`config.mk`:
```
export PLATFORM = sky130hd
export DESIGN_NAME = bcfm_top
export DESIGN_NICKNAME = d
export VERILOG_FILES = /design/src/bcfm_pkg.sv /design/src/bcfm_channel.sv /design/src/bcfm_filter.sv /design/src/bcfm_top.sv
export VERILOG_INCLUDE_DIRS = /design/src
export SDC_FILE = /design/constraint.sdc
export NUM_CORES = 1
export LEC_CHECK = 0
export ABC_AREA = 1
export BUFFER_PORTS_ARGS = -buffer_cell sky130_fd_sc_hd__buf_4
export CAP_MARGIN = 40
export CORE_UTILIZATION = 48
export CTS_CLUSTER_DIAMETER = 200
export DETAILED_ROUTE_END_ITERATION = 8
export GPL_TIMING_DRIVEN = 1
export PLACE_DENSITY_LB_ADDON = 0.2
export SETUP_SLACK_MARGIN = 0.2
export SLEW_MARGIN = 5
export SYNTH_ARGS = -nofsm -noshare
export SYNTH_HDL_FRONTEND = slang
export SYNTH_SLANG_ARGS = --single-unit
```
`constraint.sdc`:
```
create_clock -name pclk -period 1.5 [get_ports pclk]
set_input_delay 0.3 -clock pclk [delete_from_list [all_inputs] [get_ports pclk]]
set_output_delay 0.3 -clock pclk [all_outputs]
set_load 0.03 [all_outputs]
```
`src/bcfm_params.svh`:
```
// Constants for the buck channel fault monitor: offsets, fields, reset values and timing.
`ifndef BCFM_PARAMS_SVH
`define BCFM_PARAMS_SVH
`define BCFM_OFF_SETUP0     12'h000
`define BCFM_OFF_SETUP1     12'h004
`define BCFM_OFF_FAULT0     12'h008
`define BCFM_OFF_FAULT1     12'h00C
`define BCFM_OFF_MON0       12'h010
`define BCFM_OFF_MON1       12'h014
`define BCFM_OFF_CTRL       12'h018
`define BCFM_THR_RESET      4'h2
`define BCFM_THR_STEP_MV    45
`define BCFM_FILT_CYCLES    8
`define BCFM_MON_CYCLES     16
`define BCFM_SETUP_OVLAT    4
`define BCFM_FLT_SHORT      0
`define BCFM_FLT_OV         1
`define BCFM_FLT_OC         2
`define BCFM_FLT_OL         3
`define BCFM_MON_START      0
`define BCFM_MON_DONE       1
`define BCFM_MON_RES_LO     2
`define BCFM_CTRL_CLEAR_LATCHED_FAULTS    0
`endif

```
`src/bcfm_pkg.sv`:
```
// Types shared by the buck channel fault monitor.
package bcfm_pkg;
  typedef enum logic [1:0] {
    BCFM_RUN   = 2'b00,
    BCFM_SHORT = 2'b01,
    BCFM_SOFT  = 2'b10
  } bcfm_state_t;
  typedef enum logic [1:0] {
    BCFM_MON_IDLE = 2'b00,
    BCFM_MON_WAIT = 2'b01,
    BCFM_MON_DONE = 2'b10
  } bcfm_mon_t;
endpackage

```
`src/bcfm_channel.sv`:
```
// One channel of fault supervision, restart handling and current monitor sequencing.
`timescale 1ns/1ps
`default_nettype none
`include "bcfm_params.svh"
module bcfm_channel
  import bcfm_pkg::*;
#(
  parameter int FILT = `BCFM_FILT_CYCLES,
  parameter int MONC = `BCFM_MON_CYCLES
) (
  input  wire logic       pclk,
  input  wire logic       presetn,
  input  wire logic       fb_below_short,
  input  wire logic       fb_above_ov,
  input  wire logic       fb_below_ov_hys,
  input  wire logic       cs_above_oc_rise,
  input  wire logic       cs_below_oc_fall,
  input  wire logic       fb_above_ol,
  input  wire logic       cs_below_ol_ref,
  input  wire logic       ss_detect_enable,
  input  wire logic       ss_done,
  input  wire logic       mon_above,
  input  wire logic       mon_below,
  input  wire logic       ov_latch_en,
  input  wire logic       clear_latch,
  input  wire logic       mon_start,
  output logic            short_flag,
  output logic            ov_flag,
  output logic            oc_flag,
  output logic            ol_flag,
  output logic            gate_enable,
  output logic            soft_start_req,
  output logic            mon_done,
  output logic [1:0]      mon_result
);
  bcfm_state_t  st;
  bcfm_state_t  next_st;
  bcfm_mon_t    mst;
  logic [$clog2(MONC+1)-1:0] mcnt;
  logic         short_q;
  logic         ol_q;

  // Short and open-load qualifiers only look while soft-start permits detection.
  bcfm_filter #(.COUNT(FILT)) u_short (
    .pclk      (pclk),
    .presetn   (presetn),
    .cond      (fb_below_short & ss_detect_enable),
    .qualified (short_q)
  );
  bcfm_filter #(.COUNT(FILT)) u_ol (
    .pclk      (pclk),
    .presetn   (presetn),
    .cond      (fb_above_ol & cs_below_ol_ref & ss_detect_enable),
    .qualified (ol_q)
  );

  // Restart sequencing after a short: wait for it to clear, then soft-start again.
  always_comb begin
    next_st = st;
    case (st)
      BCFM_RUN:   if (short_q) next_st = BCFM_SHORT;
      BCFM_SHORT: if (!fb_below_short) next_st = BCFM_SOFT;
      BCFM_SOFT:  if (ss_done) next_st = BCFM_RUN;
      default:    next_st = BCFM_RUN;
    endcase
  end

  wire ov_release = ov_latch_en ? clear_latch : fb_below_ov_hys;

  // Flag registers; a fresh event wins over its release in the same cycle.
  always_ff @(posedge pclk or negedge presetn) begin
    if (!presetn) begin
      st         <= BCFM_RUN;
      short_flag <= 1'b0;
      ov_flag    <= 1'b0;
      oc_flag    <= 1'b0;
      ol_flag    <= 1'b0;
    end else begin
      st <= next_st;
      if (short_q)
        short_flag <= 1'b1;
      else if (st == BCFM_SOFT && ss_done)
        short_flag <= 1'b0;
      if (fb_above_ov)
        ov_flag <= 1'b1;
      else if (ov_release)
        ov_flag <= 1'b0;
      if (cs_above_oc_rise)
        oc_flag <= 1'b1;
      else if (cs_below_oc_fall)
        oc_flag <= 1'b0;
      ol_flag <= ol_q;
    end
  end

  // Gate drive is registered; open load deliberately does not enter this term.
  always_ff @(posedge pclk or negedge presetn) begin
    if (!presetn) begin
      gate_enable    <= 1'b0;
      soft_start_req <= 1'b0;
    end else begin
      gate_enable    <= !(ov_flag | oc_flag | (next_st == BCFM_SHORT) | fb_above_ov
                          | cs_above_oc_rise);
      soft_start_req <= (next_st == BCFM_SOFT);
    end
  end

  // Current monitor: settle a fixed time then sample the window comparators.
  always_ff @(posedge pclk or negedge presetn) begin
    if (!presetn) begin
      mst        <= BCFM_MON_IDLE;
      mcnt       <= '0;
      mon_done   <= 1'b0;
      mon_result <= 2'b00;
    end else begin
      case (mst)
        BCFM_MON_IDLE: if (mon_start) begin
          mst      <= BCFM_MON_WAIT;
          mcnt     <= '0;
          mon_done <= 1'b0;
        end
        BCFM_MON_WAIT: if (mcnt == ($clog2(MONC+1))'(MONC - 1)) begin
          mst        <= BCFM_MON_DONE;
          mon_done   <= 1'b1;
          mon_result <= {mon_above, mon_below};
        end else begin
          mcnt <= mcnt + 1'b1;
        end
        BCFM_MON_DONE: if (!mon_start) mst <= BCFM_MON_IDLE;
        default: mst <= BCFM_MON_IDLE;
      endcase
    end
  end

  property p_ov_gate;
    @(posedge pclk) disable iff (!presetn) ov_flag |=> !gate_enable;
  endproperty
  a_ov_gate: assert property (p_ov_gate) else $error("gate on during overvoltage");

  property p_oc_gate;
    @(posedge pclk) disable iff (!presetn) oc_flag |=> !gate_enable;
  endproperty
  a_oc_gate: assert property (p_oc_gate) else $error("gate on during overcurrent");

  property p_ov_latch;
    @(posedge pclk) disable iff (!presetn)
      (ov_flag && ov_latch_en && !clear_latch) |=> ov_flag;
  endproperty
  a_ov_latch: assert property (p_ov_latch) else $error("latched overvoltage lost");

  property p_oc_release;
    @(posedge pclk) disable iff (!presetn)
      (oc_flag && cs_below_oc_fall && !cs_above_oc_rise) |=> !oc_flag;
  endproperty
  a_oc_release: assert property (p_oc_release) else $error("overcurrent not released");

  property p_ol_filter;
    @(posedge pclk) disable iff (!presetn)
      $rose(ol_flag) |-> $past(fb_above_ol & cs_below_ol_ref & ss_detect_enable, 2)
                         && $past(fb_above_ol & cs_below_ol_ref & ss_detect_enable, 9);
  endproperty
  a_ol_filter: assert property (p_ol_filter) else $error("open load set early");

  property p_ol_mask;
    @(posedge pclk) disable iff (!presetn) !ss_detect_enable [*8] |-> !ol_flag;
  endproperty
  a_ol_mask: assert property (p_ol_mask) else $error("open load while masked");

  property p_short_mask;
    @(posedge pclk) disable iff (!presetn)
      $rose(short_flag) |-> $past(ss_detect_enable, 2) && $past(ss_detect_enable, 9);
  endproperty
  a_short_mask: assert property (p_short_mask) else $error("short while masked");

  // Both ends of the eight-cycle qualifying run must have seen the low feedback.
  property p_short_filter;
    @(posedge pclk) disable iff (!presetn)
      $rose(short_flag) |-> $past(fb_below_short, 2) && $past(fb_below_short, 9);
  endproperty
  a_short_filter: assert property (p_short_filter) else $error("short set early");

  property p_mon_done;
    @(posedge pclk) disable iff (!presetn)
      (mst == BCFM_MON_IDLE && mon_start) |=> ##[1:64] mon_done;
  endproperty
  a_mon_done: assert property (p_mon_done) else $error("monitor never done");
endmodule
`default_nettype wire

```
`src/bcfm_filter.sv`:
```
// Consecutive-cycle qualification filter for a synchronised comparator condition.
`timescale 1ns/1ps
`default_nettype none
`include "bcfm_params.svh"
module bcfm_filter #(
  parameter int COUNT = `BCFM_FILT_CYCLES
) (
  input  wire logic pclk,
  input  wire logic presetn,
  input  wire logic cond,
  output logic      qualified
);
  localparam int W = $clog2(COUNT + 1);
  logic [W-1:0] cnt;
  wire          at_top = (cnt == W'(COUNT - 1));

  // Any break in the condition restarts the count, so a glitching input never qualifies.
  always_ff @(posedge pclk or negedge presetn) begin
    if (!presetn) begin
      cnt       <= '0;
      qualified <= 1'b0;
    end else if (!cond) begin
      cnt       <= '0;
      qualified <= 1'b0;
    end else if (at_top) begin
      qualified <= 1'b1;
    end else begin
      cnt <= cnt + W'(1);
    end
  end
endmodule
`default_nettype wire

```
`src/bcfm_top.sv`:
```
// APB register front end and two channel instances of the buck channel fault monitor.
`timescale 1ns/1ps
`default_nettype none
`include "bcfm_params.svh"
// Function
// - Four-bit short threshold code per channel
// - 45 mV steps, code 2 default
// - Overvoltage threshold independent of threshold code
// - Short clearing restarts channel via soft-start
// - Overvoltage sets flag, gates high impedance
// - Non-latched overvoltage auto resumes after hysteresis
// - Latched overvoltage cleared only by host
// - Overcurrent sets flag, gates off
// - Overcurrent releases below falling threshold
// - Open load needs eight qualified cycles
// - Open load masked during soft-start rise
// - Open load flags without touching gates
// - Open load and overvoltage may coexist
// - Host starts monitor, device signals done
// - Monitor yields two-bit window result
// - Short needs eight consecutive low cycles
// - Short detection masked during soft-start rise
// - Short sets flag, stops output current
module bcfm_top
  import bcfm_pkg::*;
#(
  parameter int NCH  = 2,
  parameter int FILT = `BCFM_FILT_CYCLES,
  parameter int MONC = `BCFM_MON_CYCLES
) (
  input  wire logic             pclk,
  input  wire logic             presetn,
  input  wire logic             psel,
  input  wire logic             penable,
  input  wire logic             pwrite,
  input  wire logic [11:0]      paddr,
  input  wire logic [31:0]      pwdata,
  input  wire logic [3:0]       pstrb,
  output logic      [31:0]      prdata,
  output logic                  pready,
  output logic                  pslverr,
  input  wire logic [NCH-1:0]   fb_below_short,
  input  wire logic [NCH-1:0]   fb_above_ov,
  input  wire logic [NCH-1:0]   fb_below_ov_hys,
  input  wire logic [NCH-1:0]   cs_above_oc_rise,
  input  wire logic [NCH-1:0]   cs_below_oc_fall,
  input  wire logic [NCH-1:0]   fb_above_ol,
  input  wire logic [NCH-1:0]   cs_below_ol_ref,
  input  wire logic [NCH-1:0]   ss_detect_enable,
  input  wire logic [NCH-1:0]   ss_done,
  input  wire logic [NCH-1:0]   mon_above,
  input  wire logic [NCH-1:0]   mon_below,
  output logic      [NCH*4-1:0] short_threshold_code,
  output logic      [NCH-1:0]   gate_enable,
  output logic      [NCH-1:0]   soft_start_req
);
  localparam int NIN = 11;

  // Comparator inputs come from analog blocks; two stages before any use.
  logic [NIN*NCH-1:0] sync1;
  logic [NIN*NCH-1:0] sync2;
  wire  [NIN*NCH-1:0] raw = {fb_below_short, fb_above_ov, fb_below_ov_hys,
                             cs_above_oc_rise, cs_below_oc_fall, fb_above_ol,
                             cs_below_ol_ref, ss_detect_enable, ss_done,
                             mon_above, mon_below};
  always_ff @(posedge pclk or negedge presetn) begin
    if (!presetn) begin
      sync1 <= '0;
      sync2 <= '0;
    end else begin
      sync1 <= raw;
      sync2 <= sync1;
    end
  end

  // Slice helper: field f of channel c out of the packed synchronised bus.
  function automatic logic sbit(input logic [NIN*NCH-1:0] v, input int f, input int c);
    sbit = v[(NIN - 1 - f) * NCH + c];
  endfunction

  logic [4:0]       channel_setup_reg [NCH];
  logic [NCH-1:0]   clr_pulse;
  logic [NCH-1:0]   start_bit;
  logic [NCH-1:0]   short_f;
  logic [NCH-1:0]   ov_f;
  logic [NCH-1:0]   oc_f;
  logic [NCH-1:0]   ol_f;
  logic [NCH-1:0]   done_f;
  logic [1:0]       res_f [NCH];
  logic [NCH-1:0]   gate_w;
  logic [NCH-1:0]   ss_w;

  wire wr_xfer = psel & penable & pwrite;
  wire rd_setup = psel & ~penable & ~pwrite;

  // Address decode, one word per register; anything else answers with an error.
  wire hit_setup0 = (paddr == `BCFM_OFF_SETUP0);
  wire hit_setup1 = (paddr == `BCFM_OFF_SETUP1);
  wire hit_fault0 = (paddr == `BCFM_OFF_FAULT0);
  wire hit_fault1 = (paddr == `BCFM_OFF_FAULT1);
  wire hit_mon0   = (paddr == `BCFM_OFF_MON0);
  wire hit_mon1   = (paddr == `BCFM_OFF_MON1);
  wire hit_ctrl   = (paddr == `BCFM_OFF_CTRL);
  wire mapped     = hit_setup0 | hit_setup1 | hit_fault0 | hit_fault1 |
                    hit_mon0 | hit_mon1 | hit_ctrl;
  wire [NCH-1:0] hit_setup = {hit_setup1, hit_setup0};
  wire [NCH-1:0] hit_mon   = {hit_mon1, hit_mon0};

  genvar g;
  generate
    for (g = 0; g < NCH; g++) begin : g_ch
      // Setup and monitor-start registers; clear-latch is a one-cycle pulse.
      always_ff @(posedge pclk or negedge presetn) begin
        if (!presetn) begin
          channel_setup_reg[g] <= {1'b0, `BCFM_THR_RESET};
          start_bit[g]         <= 1'b0;
          clr_pulse[g]         <= 1'b0;
        end else begin
          clr_pulse[g] <= wr_xfer & hit_ctrl & pstrb[0] & pwdata[`BCFM_CTRL_CLEAR_LATCHED_FAULTS];
          if (wr_xfer & hit_setup[g] & pstrb[0])
            channel_setup_reg[g] <= pwdata[4:0];
          if (wr_xfer & hit_mon[g] & pstrb[0])
            start_bit[g] <= pwdata[`BCFM_MON_START];
        end
      end
      assign short_threshold_code[g*4 +: 4] = channel_setup_reg[g][3:0];

      // Each channel owns its own supervisor instance.
      bcfm_channel #(.FILT(FILT), .MONC(MONC)) u_ch (
        .pclk             (pclk),
        .presetn          (presetn),
        .fb_below_short   (sbit(sync2, 0, g)),
        .fb_above_ov      (sbit(sync2, 1, g)),
        .fb_below_ov_hys  (sbit(sync2, 2, g)),
        .cs_above_oc_rise (sbit(sync2, 3, g)),
        .cs_below_oc_fall (sbit(sync2, 4, g)),
        .fb_above_ol      (sbit(sync2, 5, g)),
        .cs_below_ol_ref  (sbit(sync2, 6, g)),
        .ss_detect_enable (sbit(sync2, 7, g)),
        .ss_done          (sbit(sync2, 8, g)),
        .mon_above        (sbit(sync2, 9, g)),
        .mon_below        (sbit(sync2, 10, g)),
        .ov_latch_en      (channel_setup_reg[g][`BCFM_SETUP_OVLAT]),
        .clear_latch      (clr_pulse[g]),
        .mon_start        (start_bit[g]),
        .short_flag       (short_f[g]),
        .ov_flag          (ov_f[g]),
        .oc_flag          (oc_f[g]),
        .ol_flag          (ol_f[g]),
        .gate_enable      (gate_w[g]),
        .soft_start_req   (ss_w[g]),
        .mon_done         (done_f[g]),
        .mon_result       (res_f[g])
      );
    end
  endgenerate

  // Read multiplexer; reserved bits read zero.
  wire [31:0] rd_setup_w0 = {27'h000_0000, channel_setup_reg[0]};
  wire [31:0] rd_setup_w1 = {27'h000_0000, channel_setup_reg[1]};
  wire [31:0] rd_fault0 = {28'h000_0000, ol_f[0], oc_f[0], ov_f[0], short_f[0]};
  wire [31:0] rd_fault1 = {28'h000_0000, ol_f[1], oc_f[1], ov_f[1], short_f[1]};
  wire [31:0] rd_mon0   = {28'h000_0000, res_f[0], done_f[0], start_bit[0]};
  wire [31:0] rd_mon1   = {28'h000_0000, res_f[1], done_f[1], start_bit[1]};
  wire [31:0] rd_mux    = hit_setup0 ? rd_setup_w0 :
                          hit_setup1 ? rd_setup_w1 :
                          hit_fault0 ? rd_fault0 :
                          hit_fault1 ? rd_fault1 :
                          hit_mon0   ? rd_mon0 :
                          hit_mon1   ? rd_mon1 : 32'h0000_0000;

  // Zero-wait APB slave: read data is registered in the setup cycle.
  always_ff @(posedge pclk or negedge presetn) begin
    if (!presetn) begin
      prdata  <= 32'h0000_0000;
      pready  <= 1'b0;
      pslverr <= 1'b0;
    end else begin
      pready  <= psel & ~penable;
      pslverr <= psel & ~penable & ~mapped;
      if (rd_setup)
        prdata <= rd_mux;
    end
  end

  // Registered gate controls out of the channels.
  always_ff @(posedge pclk or negedge presetn) begin
    if (!presetn) begin
      gate_enable    <= '0;
      soft_start_req <= '0;
    end else begin
      gate_enable    <= gate_w;
      soft_start_req <= ss_w;
    end
  end
endmodule
`default_nettype wire

```
; Word-level counts from Yosys, hierarchy flattened
; Cells that the tools add are included.
[totals]
in_bits = 75
out_inout_bits = 46
regBits = 151
[classes]
bitwise = 39
n_eq_ne = 40
muxes = 64
reduce_logical = 25
add_sub_neg = 6
[ops]
columns = cell, n
row1 = two-way mux 4 bit, 12
row2 = "equality test 12 x 5 -> 1 bit, second input constant", 3
row3 = two-way mux 5 bit, 6
row4 = two-way mux 1 bit, 26
row5 = "equality test 12 x 4 -> 1 bit, second input constant", 2
row6 = two-way mux 2 bit, 12
row7 = one-hot mux 2 bit (3 select lines), 4
row8 = bitwise AND 1 bit, 22
row9 = "!= test 2 bit, second input constant", 10
row10 = one-hot mux 5 bit (2 select lines), 2
row11 = AND reduction 3 bit, 6
row12 = "adder 4 x 1 -> 4 bit, second input constant", 4
row13 = "equality test 4 x 3 -> 1 bit, second input constant", 4
row14 = nonzero test 2 bit, 8
row15 = OR 1 bit, 14
row16 = "equality test 12 x 3 -> 1 bit, second input constant", 1
row17 = "equality test 2 x 1 -> 1 bit, second input constant", 6
row18 = "equality test 2 bit, second input constant", 6
row19 = logical NOT 12 bit, 1
row20 = "!= test 2 x 1 -> 1 bit, second input constant", 6
row21 = "adder 5 x 1 -> 5 bit, second input constant", 2
row22 = "equality test 5 x 4 -> 1 bit, second input constant", 2
row23 = logical NOT 2 bit, 4
row24 = one-hot mux 1 bit (2 select lines), 2
row25 = 4 further kinds, 9

; Logic depth before layout (Yosys ltp)
; Gate-level depths: netlist of run 1.
[depth]
word_depth = 9
mapped_depth = 10
depth_no_buf = 10

; Hierarchy
; A second synthesis of run 1 with hierarchy kept.
[unflattened]
hier_cells = 510
area_unflattened_um2 = 5167.5
[by_module_without_submodules]
columns = module, n_inst, seq_area_each_um2, cells_each, area_each_um2
row1 = bcfm_top, 1, 1704.1, 240, 2647.5
row2 = bcfm_filter, 4, 125.1, 26, 235.2
row3 = bcfm_channel (g_ch[0].u_ch), 1, 450.4, 84, 790.8
row4 = bcfm_channel (g_ch[1].u_ch), 1, 450.4, 82, 788.3

; Worst setup path before layout of run 1
; OpenSTA, ideal clock, no wires.
[synth_timing]
path_type = register to register
startpoint = register g_ch[1].u_ch.mcnt[0]
endpoint = register g_ch[1].u_ch.mcnt[1]
t_required_ps = 1379
t_arrival_ps = 1434
setup_slack_ps = -55
synth_period_minus_slack_ps = 1555
path_stages_with_launch = 10
cell_sequence = dfrtp_1 ha_1 nand2_1 nor2_1 ha_1 nor2_1 inv_1 nand2_1 inv_1 a22o_1
[synth_via]
elab_chain_cells = 3
word_cells_on_any_way = 6
classes_between = 1 x add/sub / 2 x eq/ne / 2 x mux / 1 x reduce/logical
[synth_lines]
columns = element, line_no
row1 = start: declaration, bcfm_channel.sv:39  ; logic [$clog2(MONC+1)-1:0] mcnt;
row2 = start signal: assignment, bcfm_channel.sv:127  ; mcnt <= mcnt + 1'b1;
row3 = adder 5 x 1 -> 5 bit or equality test 5 x 4 -> 1 bit (tied branches), "bcfm_channel.sv:127, bcfm_channel.sv:122"
row4 = two-way mux 5 bit or != test 2 bit (tied branches), --
row5 = one-hot mux 5 bit (2 select lines) or AND reduction 3 bit (tied branches), --
; Parallel ways exist; a longest one is shown, timed or not. The select of a mux whose other input is x is not followed.
; A chain may end at the register's enable or synchronous reset.

; Final worst setup path of run 1
[layout_timing]
startpoint = register g_ch[1].u_ch.mcnt[1]
endpoint = register g_ch[1].u_ch.mcnt[1]
; Same word-level chain as after synthesis.

==> results.json, run 1 <==
{
  "ys_seq_area_frac": 0.623,
  "switching_power_w": 0.00185,
  "top_layer": "met4",
  "syn_to_final_growth_pct": 41.5,
  "switching_share": 0.226,
  "yosys_register_bits": 124,
  "drc": 0,
  "finalSetupTns_ns": 0,
  "grt_antenna_before_repair": 0,
  "power_frac_comb": 0.070,
  "synth.top_cell.area_share": 0.612,
  "wire_per_inst_um": 13.4,
  "dr_wl_met2_um": 5650,
  "met1_length_um": 4230,
  "yosysWarningCount": 0,
  "tritoncts": "built",
  "largestRegisters": "sync1 x22, sync2 x22, g_ch.u_ch.mcnt x10",
  "async_flop_share": 1.00,
  "clock_power_share": 0.502,
  "finalSetupViolCount": 0,
  "synth_cell_types": 38,
  "fin_cells": 779,
  "vias": 3694,
  "placedCellCount": 692,
  "skew_ns": 0.00662,
  "irDropWorstVdd_mv": 0.975,
  "fmax_mhz": 671,
  "design.core.area_sq_um": 9910,
  "status": "complete, no violations",
  "cts_buffers": 17,
  "synth_top_cell_by_area": "dfrtp_1",
  "synthFlopType": "dfrtp_1",
  "min_period_ns": 1.49,
  "syn_inst": 478,
  "clockBufferDepth": 2,
  "fin_ws_ns": 0.00867,
  "gp_congestion": 0.836,
  "fin_util": 0.712,
  "insertion_delay_ns": 0.51,
  "portBuffers": 63,
  "critPathArrivalTime_ns": 1.88,
  "grt_pass1_wl_um": 17400,
  "numClockSinks": 124,
  "hold_viol": 0,
  "chipHeight_um": 104,
  "seqPwrFrac": 0.428,
  "post-route-period-util": 0.994,
  "initial_core_util": 0.503,
  "end_kind": "flop",
  "drive_gt1_frac": 0.317,
  "syn_area_sq_um": 4990,
  "grtUsageTotal": 0.209,
  "cap_violations": 0,
  "clock-root-buffer": "clkbuf_8",
  "crit_required_ns": 1.89,
  "p_leak_nw": 3.53,
  "die_area_sq_um": 10800,
  "fin_nets": 716,
  "synth-edff-count": 0,
  "grt_pass1_vias": 3874,
  "ant_nets": 0,
  "fillers": 719,
  "synth.area.top_cells": "dfrtp_1 61%, nand2_1 6.3%, buf_4 4.1%",
  "die_x_um": 104,
  "yosysMostFrequentCell": "dfrtp_1",
  "firstDrtPassIters": 4,
  "ctsHtreeMaxLevel": 4,
  "grt_setup_unrepaired": "true",
  "synth.avg_cell_area_sq_um": 10.4,
  "intPower_w": 0.00634,
  "path_clk_slew_ns": 0.06,
  "dp_slack_ns": -0.0361,
  "p_per_area_nw_per_um2": 1160,
  "n_antenna_cell": 0,
  "dr_wl_met3_um": 437,
  "cp_max_fo": 5,
  "hold_class": "in2reg",
  "gr-total-overflow": 0,
  "dr.first_iter.drc_count": 102,
  "wl_um": 10500,
  "io_pins": 121,
  "slew_violations": 0,
  "core.rowCount": 36,
  "dpl.hpwl_um": 6690,
  "viasPerCell": 4.74,
  "netlist_top_cells_count": "122 x dfrtp_1, 84 x nand2_1, 53 x inv_1, 44 x nor2_1, 34 x o21ai_0",
  "grt_max_degree": 37,
  "criticalPathCategory": "reg2reg",
  "start_kind": "flop"
}
layout by cell type (no fill, tap or decap), types with 3 or more instances in the layout:
cell and count:
o21ai_1 3, clkbuf_16 16, inv_6 3, nor3_2 3, a21oi_1 7, a21boi_0 3
ha_2 5, buf_4 88, nand3b_1 4, nand2_4 4, buf_6 23, clkbuf_8 3
dfrtp_1 122, dlygate4sd3_1 23, clkinv_4 4, inv_2 5, inv_1 49, nand2_1 78
o21ai_0 29, conb_1 27, a22o_1 3, nor2_1 34, nand3_1 31, nand2_2 6
bufinv_16 3, nor2_2 5, nor3_1 5, buf_12 4, xor2_1 4, nand3_4 3
nor2_4 10, o22ai_1 4
area by class of cell:
type | instances | area, sq um | area share
Clock inverter | 12 | 161 | 0.0229
Inverter | 56 | 215 | 0.0305
Clock buffer | 20 | 445 | 0.0632
Sequential cell | 124 | 3110 | 0.440
Tap cell | 133 | 166 | 0.0236
Multi-Input combinational cell | 296 | 1730 | 0.245
Timing Repair Buffer | 138 | 1230 | 0.174
worst max-delay path, stage by stage, from the launching register on:
cell and delay (ns):
dfrtp_1 0.39, ha_2 0.20, nand2_2 0.08, nor2_4 0.04, ha_4 0.17, nor2_4 0.14
inv_4 0.07, nand2_4 0.07, inv_2 0.04, a22o_1 0.18
metal layers:
layer / GRT usage / vias up
li1: - / 1809
met1: 0.232 / 1774
met2: 0.379 / 94
met4: 0.0776 / 0
met5: 0 / -
met3: 0.0627 / 17
kinds of logic (layout without fill, tap and decap cells):
kind of cell	count (synthesis)	in the layout	synth area share
other cells	1	27	0.000752
simple gates	188	188	0.174
buf+inv	84	226	0.0858
compound gates	62	62	0.0750
flops	124	124	0.623
fa+ha+maj	8	8	0.0201
xor+xnor	6	6	0.0105
mux	5	5	0.0110
final timing paths:
check	startpoint	endpoint	slack [ns]	cells past startpoint
setup / recovery	g_ch[1].u_ch.mcnt[1]	g_ch[1].u_ch.mcnt[1]	0.009	9
hold / removal	pwdata[1]	short_threshold_code[1]	0.04	3
setup reg to reg	g_ch[1].u_ch.mcnt[1]	g_ch[1].u_ch.mcnt[1]	0.009	9
hold reg to reg	sync1[9]	sync2[9]	0.35	0
max in group asynchronous	presetn	g_ch[0].u_ch.oc_flag	0.71	3
min in group asynchronous	presetn	g_ch[0].u_ch.mcnt[0]	0.25	2
repair_timing:
action                                 in CTS  in global routing
buffers inserted                           23                  9
resized for setup                          36                 23
pin swaps                                   5                  5
setup endpoints to repair                  41                 41
hold buffers                               23                  0
endpoints found under the hold margin      42                  0
power groups by stage:
stage	sequential [W]	clock (W)	combinational (W)
after global routing	0.00351	0.00436	0.000629
after detailed placement	0.00356	0	0.000457
final	0.00350	0.00412	0.000572
after floorplan	0.00357	0	0.000252
after CTS	0.00350	0.00417	0.000545
after global placement	0.00356	0	0.000446
through the flow:
step	instance area [sq um]	power [W]	hold slack, ns
after floorplan	5130	0.00382	0.00441
after global placement	5750	0.00401	0.236
after detailed placement	5750	0.00402	0.239
after CTS	6900	0.00822	0.0216
after global routing	7050	0.00851	0.00821
final	7050	0.00819	0.0404
Note: power is estimated with default switching activity, not from simulation.
==> run 2: changes to the inputs <==
--- a/config.mk
+++ b/config.mk
@@ -9,7 +9,8 @@
 export ABC_AREA = 1
 export BUFFER_PORTS_ARGS = -buffer_cell sky130_fd_sc_hd__buf_4
 export CAP_MARGIN = 40
-export CORE_UTILIZATION = 48
+export CORE_UTILIZATION = 57
+export CTS_BUF_LIST = sky130_fd_sc_hd__clkbuf_8 sky130_fd_sc_hd__clkbuf_16
 export CTS_CLUSTER_DIAMETER = 200
 export DETAILED_ROUTE_END_ITERATION = 8
 export GPL_TIMING_DRIVEN = 1
==> constraint.sdc (replaced) <==
create_clock -name pclk -period 1.75 [get_ports pclk]
set_input_delay 0.35 -clock pclk [delete_from_list [all_inputs] [get_ports pclk]]
set_output_delay 0.35 -clock pclk [all_outputs]
set_load 0.03 [all_outputs]
==> results.json, run 2 (synthesis gave the netlist of run 1 again) <==
{
  "status": "complete, no violations",
  "vias": 3660,
  "switching_power_w": 0.00161,
  "power_frac_comb": 0.062,
  "design.core.area_sq_um": 8340,
  "fillers": 521,
  "crit_family": "flip-flops",
  "hold_viol": 0,
  "criticalPathCategory": "reg2out",
  "tritoncts": "built",
  "switching_share": 0.228,
  "grt_pass1_wl_um": 16500,
  "startpoint": "short_threshold_code[1]",
  "seq_area_sq_um": 3110,
  "p_per_area_nw_per_um2": 1070,
  "max-slew-margin-rel": 0.664,
  "reg2regPathDepth": 8,
  "multi_input_area_sq_um": 1620,
  "chipHeight_um": 95.5,
  "r2r_setup_slack_ns": 0.23,
  "end_kind": "output pin",
  "hold_class": "in2reg",
  "p_leak_nw": 3.29,
  "drc": 0,
  "r2r-end": "g_ch[1].u_ch.mcnt[1]",
  "intPower_w": 0.00542,
  "grtUsageTotal": 0.250,
  "die_area_sq_um": 9130,
  "fin_util": 0.786,
  "gp_congestion": 0.761,
  "cp_max_fo": 2,
  "clockBufferDepth": 2,
  "cp.depth": 1,
  "fin_cells": 716,
  "min_period_ns": 1.53,
  "initial_core_util": 0.598,
  "gr-total-overflow": 0,
  "fin_ws_ns": 0.219,
  "dpl.hpwl_um": 6590,
  "grt_max_degree": 92,
  "die_x_um": 95.5,
  "tightest_slew_ns": 0.503,
  "seqPwrFrac": 0.428,
  "critPathArrivalTime_ns": 1.18,
  "firstDrtPassIters": 4,
  "numClockSinks": 124,
  "syn_to_final_growth_pct": 31.5,
  "insertion_delay_ns": 0.51,
  "slowest_stage": "dfstp_2",
  "irDropWorstVdd_mv": 0.814,
  "io_pins": 121,
  "wire_per_inst_um": 14.4,
  "path_clk_slew_ns": 0.05,
  "grt_setup_unrepaired": "true",
  "crit_chain": "buf_6",
  "dr.first_iter.drc_count": 198,
  "cap_violations": 0,
  "wl_um": 10300,
  "viasPerCell": 5.11,
  "skew_ns": 0.00559,
  "drive_gt1_frac": 0.255,
  "crit_required_ns": 1.40,
  "placedCellCount": 651,
  "cts_buffers": 17,
  "portBuffers": 63,
  "grt_pass1_vias": 3595,
  "fin_nets": 681,
  "clock-root-buffer": "clkbuf_8",
  "finalSetupViolCount": 0,
  "post-route-period-util": 0.875,
  "mostFrequentLayoutCells": "122 x dfrtp_1, 81 x nand2_1, 74 x buf_4",
  "ctsHtreeMaxLevel": 4,
  "dp_slack_ns": 0.0376,
  "worst-path-buf-inv": 1,
  "core.rowCount": 33,
  "critPathCapture": "short_threshold_code[1]",
  "final_common_cell": "dfrtp_1",
  "ant_nets": 0,
  "n_antenna_cell": 0,
  "max_stage_delay_ns": 0.54,
  "slew_violations": 0,
  "finalSetupTns_ns": 0,
  "fmax_mhz": 653,
  "regToRegStartpoint": "g_ch[1].u_ch.mcnt[0]",
  "largestRegisters": "sync1 x22, sync2 x22, g_ch.u_ch.mcnt x10",
  "clock_power_share": 0.510,
  "start_kind": "flop",
  "grt_antenna_before_repair": 0
}
-- run 2: worst min-delay path by stage --
stage	from	endpoint	slack, ns	cells past startpoint
after global placement	sync1[4]	sync2[4]	0.33	0
after floorplan	presetn	channel_setup_reg[4]	0.05	0
after global routing	pwdata[1]	short_threshold_code[1]	0.10	3
after CTS	pwdata[1]	short_threshold_code[1]	0.08	3
after detailed placement	sync1[14]	sync2[14]	0.34	0
final	pwdata[1]	short_threshold_code[1]	0.09	3
-- run 2: routing by layer --
metal  share of wire  global-route usage
met1            0.40               0.291
met5               0                   0
met4           0.024               0.129
met3           0.039              0.0558
met2            0.53               0.433
-- run 2: layout make-up --
class / count / share of cell area
repair buffers: 103 / 0.133
flip-flops and latches: 124 / 0.473
well taps: 105 / 0.0200
clock buffers: 20 / 0.0694
multi-input cells: 296 / 0.248
inverters: 56 / 0.0324
clock inverters: 12 / 0.0242
-- run 2: power groups by stage --
stage	clock network, W	logic, W	registers, W
after floorplan	0	0.000214	0.00306
after global placement	0	0.000353	0.00305
after detailed placement	0	0.000364	0.00306
after CTS	0.00362	0.000421	0.00300
after global routing	0.00376	0.000479	0.00302
final	0.00359	0.000435	0.00301
-- run 2: tightest hold or removal path, cell delays in order --
cell     delay (ns)
buf_4          0.10
inv_1          0.06
o21ai_0        0.08
-- run 2: metrics by stage --
stage               total power [W]  hold WS (ns)  instance area [sq um]
CTS                         0.00705        0.0792                   6460
finish                      0.00703        0.0913                   6560
global placement            0.00340         0.331                   5550
detailed placement          0.00342         0.336                   5550
floorplan                   0.00327        0.0544                   5090
global route                0.00725         0.102                   6560
-- run 2: timing repair --
item | in CTS | in global routing
pin swaps | 1 | 8
hold buffers | 23 | 0
endpoints found under the setup margin | 16 | 15
gates cloned | 0 | 0
endpoints found under the hold margin | 144 | 0
buffers inserted | 6 | 4
resized for setup | 10 | 20
==> run 3: changes to the inputs <==
--- a/config.mk
+++ b/config.mk
@@ -6,10 +6,11 @@
 export SDC_FILE = /design/constraint.sdc
 export NUM_CORES = 1
 export LEC_CHECK = 0
-export ABC_AREA = 1
 export BUFFER_PORTS_ARGS = -buffer_cell sky130_fd_sc_hd__buf_4
 export CAP_MARGIN = 40
-export CORE_UTILIZATION = 57
+export CELL_PAD_IN_SITES_DETAIL_PLACEMENT = 0
+export CELL_PAD_IN_SITES_GLOBAL_PLACEMENT = 1
+export CORE_UTILIZATION = 45
 export CTS_BUF_LIST = sky130_fd_sc_hd__clkbuf_8 sky130_fd_sc_hd__clkbuf_16
 export CTS_CLUSTER_DIAMETER = 200
 export DETAILED_ROUTE_END_ITERATION = 8
==> results.json, run 3 <==
{
  "status": "complete, no violations",
  "cap_violations": 0,
  "max_stage_delay_ns": 0.38,
  "crit_chain": "ha_2 -> and3_4 -> ha_4 -> inv_4 -> nand4_1 -> mux2_2 -> a22o_1",
  "syn_inst": 417,
  "cp_max_fo": 4,
  "start_kind": "flop",
  "synthFlopType": "dfrtp_1",
  "irDropWorstVdd_mv": 0.649,
  "switching_share": 0.219,
  "fin_cells": 715,
  "placedCellCount": 643,
  "clockBufferDepth": 2,
  "power_frac_comb": 0.078,
  "intPower_w": 0.00573,
  "dr.first_iter.drc_count": 180,
  "p_leak_nw": 3.39,
  "firstDrtPassIters": 4,
  "end_kind": "flop",
  "syn_area_sq_um": 5030,
  "synth_top_family_by_area": "simple AND/OR/NAND/NOR gates",
  "synth-edff-count": 0,
  "fin_ws_ns": 0.108,
  "ctsHtreeMaxLevel": 4,
  "yosysMostFrequentCell": "dfrtp_1",
  "gr-total-overflow": 0,
  "finalSetupTns_ns": 0,
  "mostFrequentLayoutCells": "122 x dfrtp_1, 105 x buf_4, 41 x nor2_1",
  "wl_um": 9650,
  "die_area_sq_um": 11600,
  "cts_buffers": 17,
  "r2r_setup_slack_ns": 0.11,
  "grtUsageTotal": 0.185,
  "multi_input_area_sq_um": 1840,
  "ant_nets": 0,
  "drive_gt1_frac": 0.327,
  "grt_pass1_vias": 3541,
  "criticalPathCategory": "reg2reg",
  "yosysWarningCount": 0,
  "synthAdderAreaFrac": 0.0199,
  "synth-xor-area-share": 0.00696,
  "synth_top_cell_by_area": "dfrtp_1",
  "vias": 3556,
  "syn_to_final_growth_pct": 37.9,
  "critPathCapture": "g_ch[1].u_ch.mcnt[3]",
  "die_x_um": 108,
  "synth-simple-area-share": 0.133,
  "crit_required_ns": 2.15,
  "core.rowCount": 38,
  "fin_nets": 645,
  "synth.area.top_cells": "dfrtp_1 61%, buf_4 4.0%, mux2_2 3.6%",
  "finalSetupViolCount": 0,
  "r2r-end": "g_ch[1].u_ch.mcnt[3]",
  "synth-compound-area-share": 0.0928,
  "viasPerCell": 4.97,
  "whs_path_depth": 2,
  "n_antenna_cell": 0,
  "max-slew-margin-rel": 0.637,
  "dp_slack_ns": -0.261,
  "final_common_cell": "dfrtp_1",
  "netlist_top_cells_count": "122 x dfrtp_1, 43 x nor2_1, 27 x buf_4, 23 x nand2_1, 22 x o21ai_0",
  "grt_max_degree": 38,
  "fillers": 843,
  "insertion_delay_ns": 0.51,
  "dpl.hpwl_um": 6480,
  "ys_seq_area_frac": 0.617,
  "design.core.area_sq_um": 10900,
  "largestRegisters": "sync1 x22, sync2 x22, g_ch.u_ch.mcnt x10",
  "portBuffers": 63,
  "min_period_ns": 1.64,
  "chipHeight_um": 108,
  "yosys_register_bits": 124,
  "tritoncts": "built",
  "hold_class": "in2reg",
  "grt_pass1_wl_um": 16300,
  "slowest_stage": "dfrtp_1",
  "grt_antenna_before_repair": 0,
  "post-route-period-util": 0.938,
  "path_clk_slew_ns": 0.06,
  "synth.top_cell.area_share": 0.607,
  "switching_power_w": 0.00161,
  "seqPwrFrac": 0.410,
  "initial_core_util": 0.462,
  "clock_power_share": 0.512,
  "reg2regPathDepth": 7,
  "synth_cell_types": 47,
  "drc": 0,
  "p_per_area_nw_per_um2": 1060,
  "wire_per_inst_um": 13.5,
  "hold_viol": 0,
  "tightest_slew_ns": 0.544,
  "async_flop_share": 1.00,
  "io_pins": 121,
  "skew_ns": 0.00979,
  "startpoint": "g_ch[1].u_ch.mcnt[0]",
  "critPathArrivalTime_ns": 2.04,
  "synth.avg_cell_area_sq_um": 12.1,
  "seq_area_sq_um": 3110,
  "numClockSinks": 124,
  "synthMuxAreaShare": 0.0726,
  "grt_setup_unrepaired": "true",
  "regToRegStartpoint": "g_ch[1].u_ch.mcnt[0]",
  "slew_violations": 0,
  "gp_congestion": 0.792,
  "clock-root-buffer": "clkbuf_8",
  "fmax_mhz": 609
}
-- run 3: cells by family after synthesis --
group | count (synthesis)
compound gates | 72
xor+xnor | 4
fa+ha+maj | 8
buf+inv | 48
flops | 124
mux | 32
other cells | 1
simple gates | 128
-- run 3: power groups by stage --
stage               Clock [W]  Sequential, W  Combinational (W)
finish                0.00376        0.00301           0.000571
global placement            0        0.00306           0.000485
global route          0.00398        0.00302           0.000626
detailed placement          0        0.00306           0.000494
floorplan                   0        0.00308           0.000255
CTS                   0.00383        0.00301           0.000555
-- run 3: worst min path at each step --
stage	startpoint	end	slack [ns]
floorplan	presetn	channel_setup_reg[4]	0.05
global placement	sync1[20]	sync2[20]	0.33
detailed placement	g_ch[0].u_ch.gate_enable	gate_enable[0]	0.33
CTS	penable	pready	0.01
global route	penable	pready	0.02
finish	penable	pready	0.04
-- run 3: metrics by stage --
| stage | total power [W] | hold WS [ns] | area (sq um) | utilization |
|---|---|---|---|---|
| 2_1_floorplan | 0.00333 | 0.0544 | 5230 | - |
| 3_3_place_gp | 0.00354 | 0.331 | 5900 | 0.542 |
| 3_5_place_dp | 0.00355 | 0.335 | 5900 | 0.542 |
| 4_1_cts | 0.00740 | 0.0109 | 6880 | 0.632 |
| 5_1_grt | 0.00763 | 0.0215 | 6940 | 0.637 |
| 6_report | 0.00734 | 0.0358 | 6940 | 0.637 |
-- run 3: cell type report --
class / instances / area share
inverter: 14 / 0.00830
tap: 140 / 0.0252
multi-input combinational: 271 / 0.265
timing repair buffer: 134 / 0.160
clock buffer: 18 / 0.0617
sequential: 124 / 0.448
clock inverter: 14 / 0.0314
-- run 3: critical path: cells and delay by family, from the launching register on --
family          cells  cell delay, ns
fa+ha+maj           2            0.36
mux                 1            0.28
compound gates      1            0.17
simple gates        2            0.26
buf+inv             1            0.08
flops               1            0.38
-- run 3: timing repair --
item,in CTS,in global routing
pin swaps,4,5
endpoints found under the hold margin,53,0
gates resized for setup,4,4
hold buffers,23,0
buffers inserted,12,5
endpoints found under the setup margin,14,17
-- run 3: per-layer routing --
metal,vias to the layer above,track usage,share of wire
met5,-,0,0
met4,0,0.0773,0.017
met3,20,0.0490,0.044
met2,101,0.316,0.51
met1,1727,0.220,0.43
li1,1708,-,-
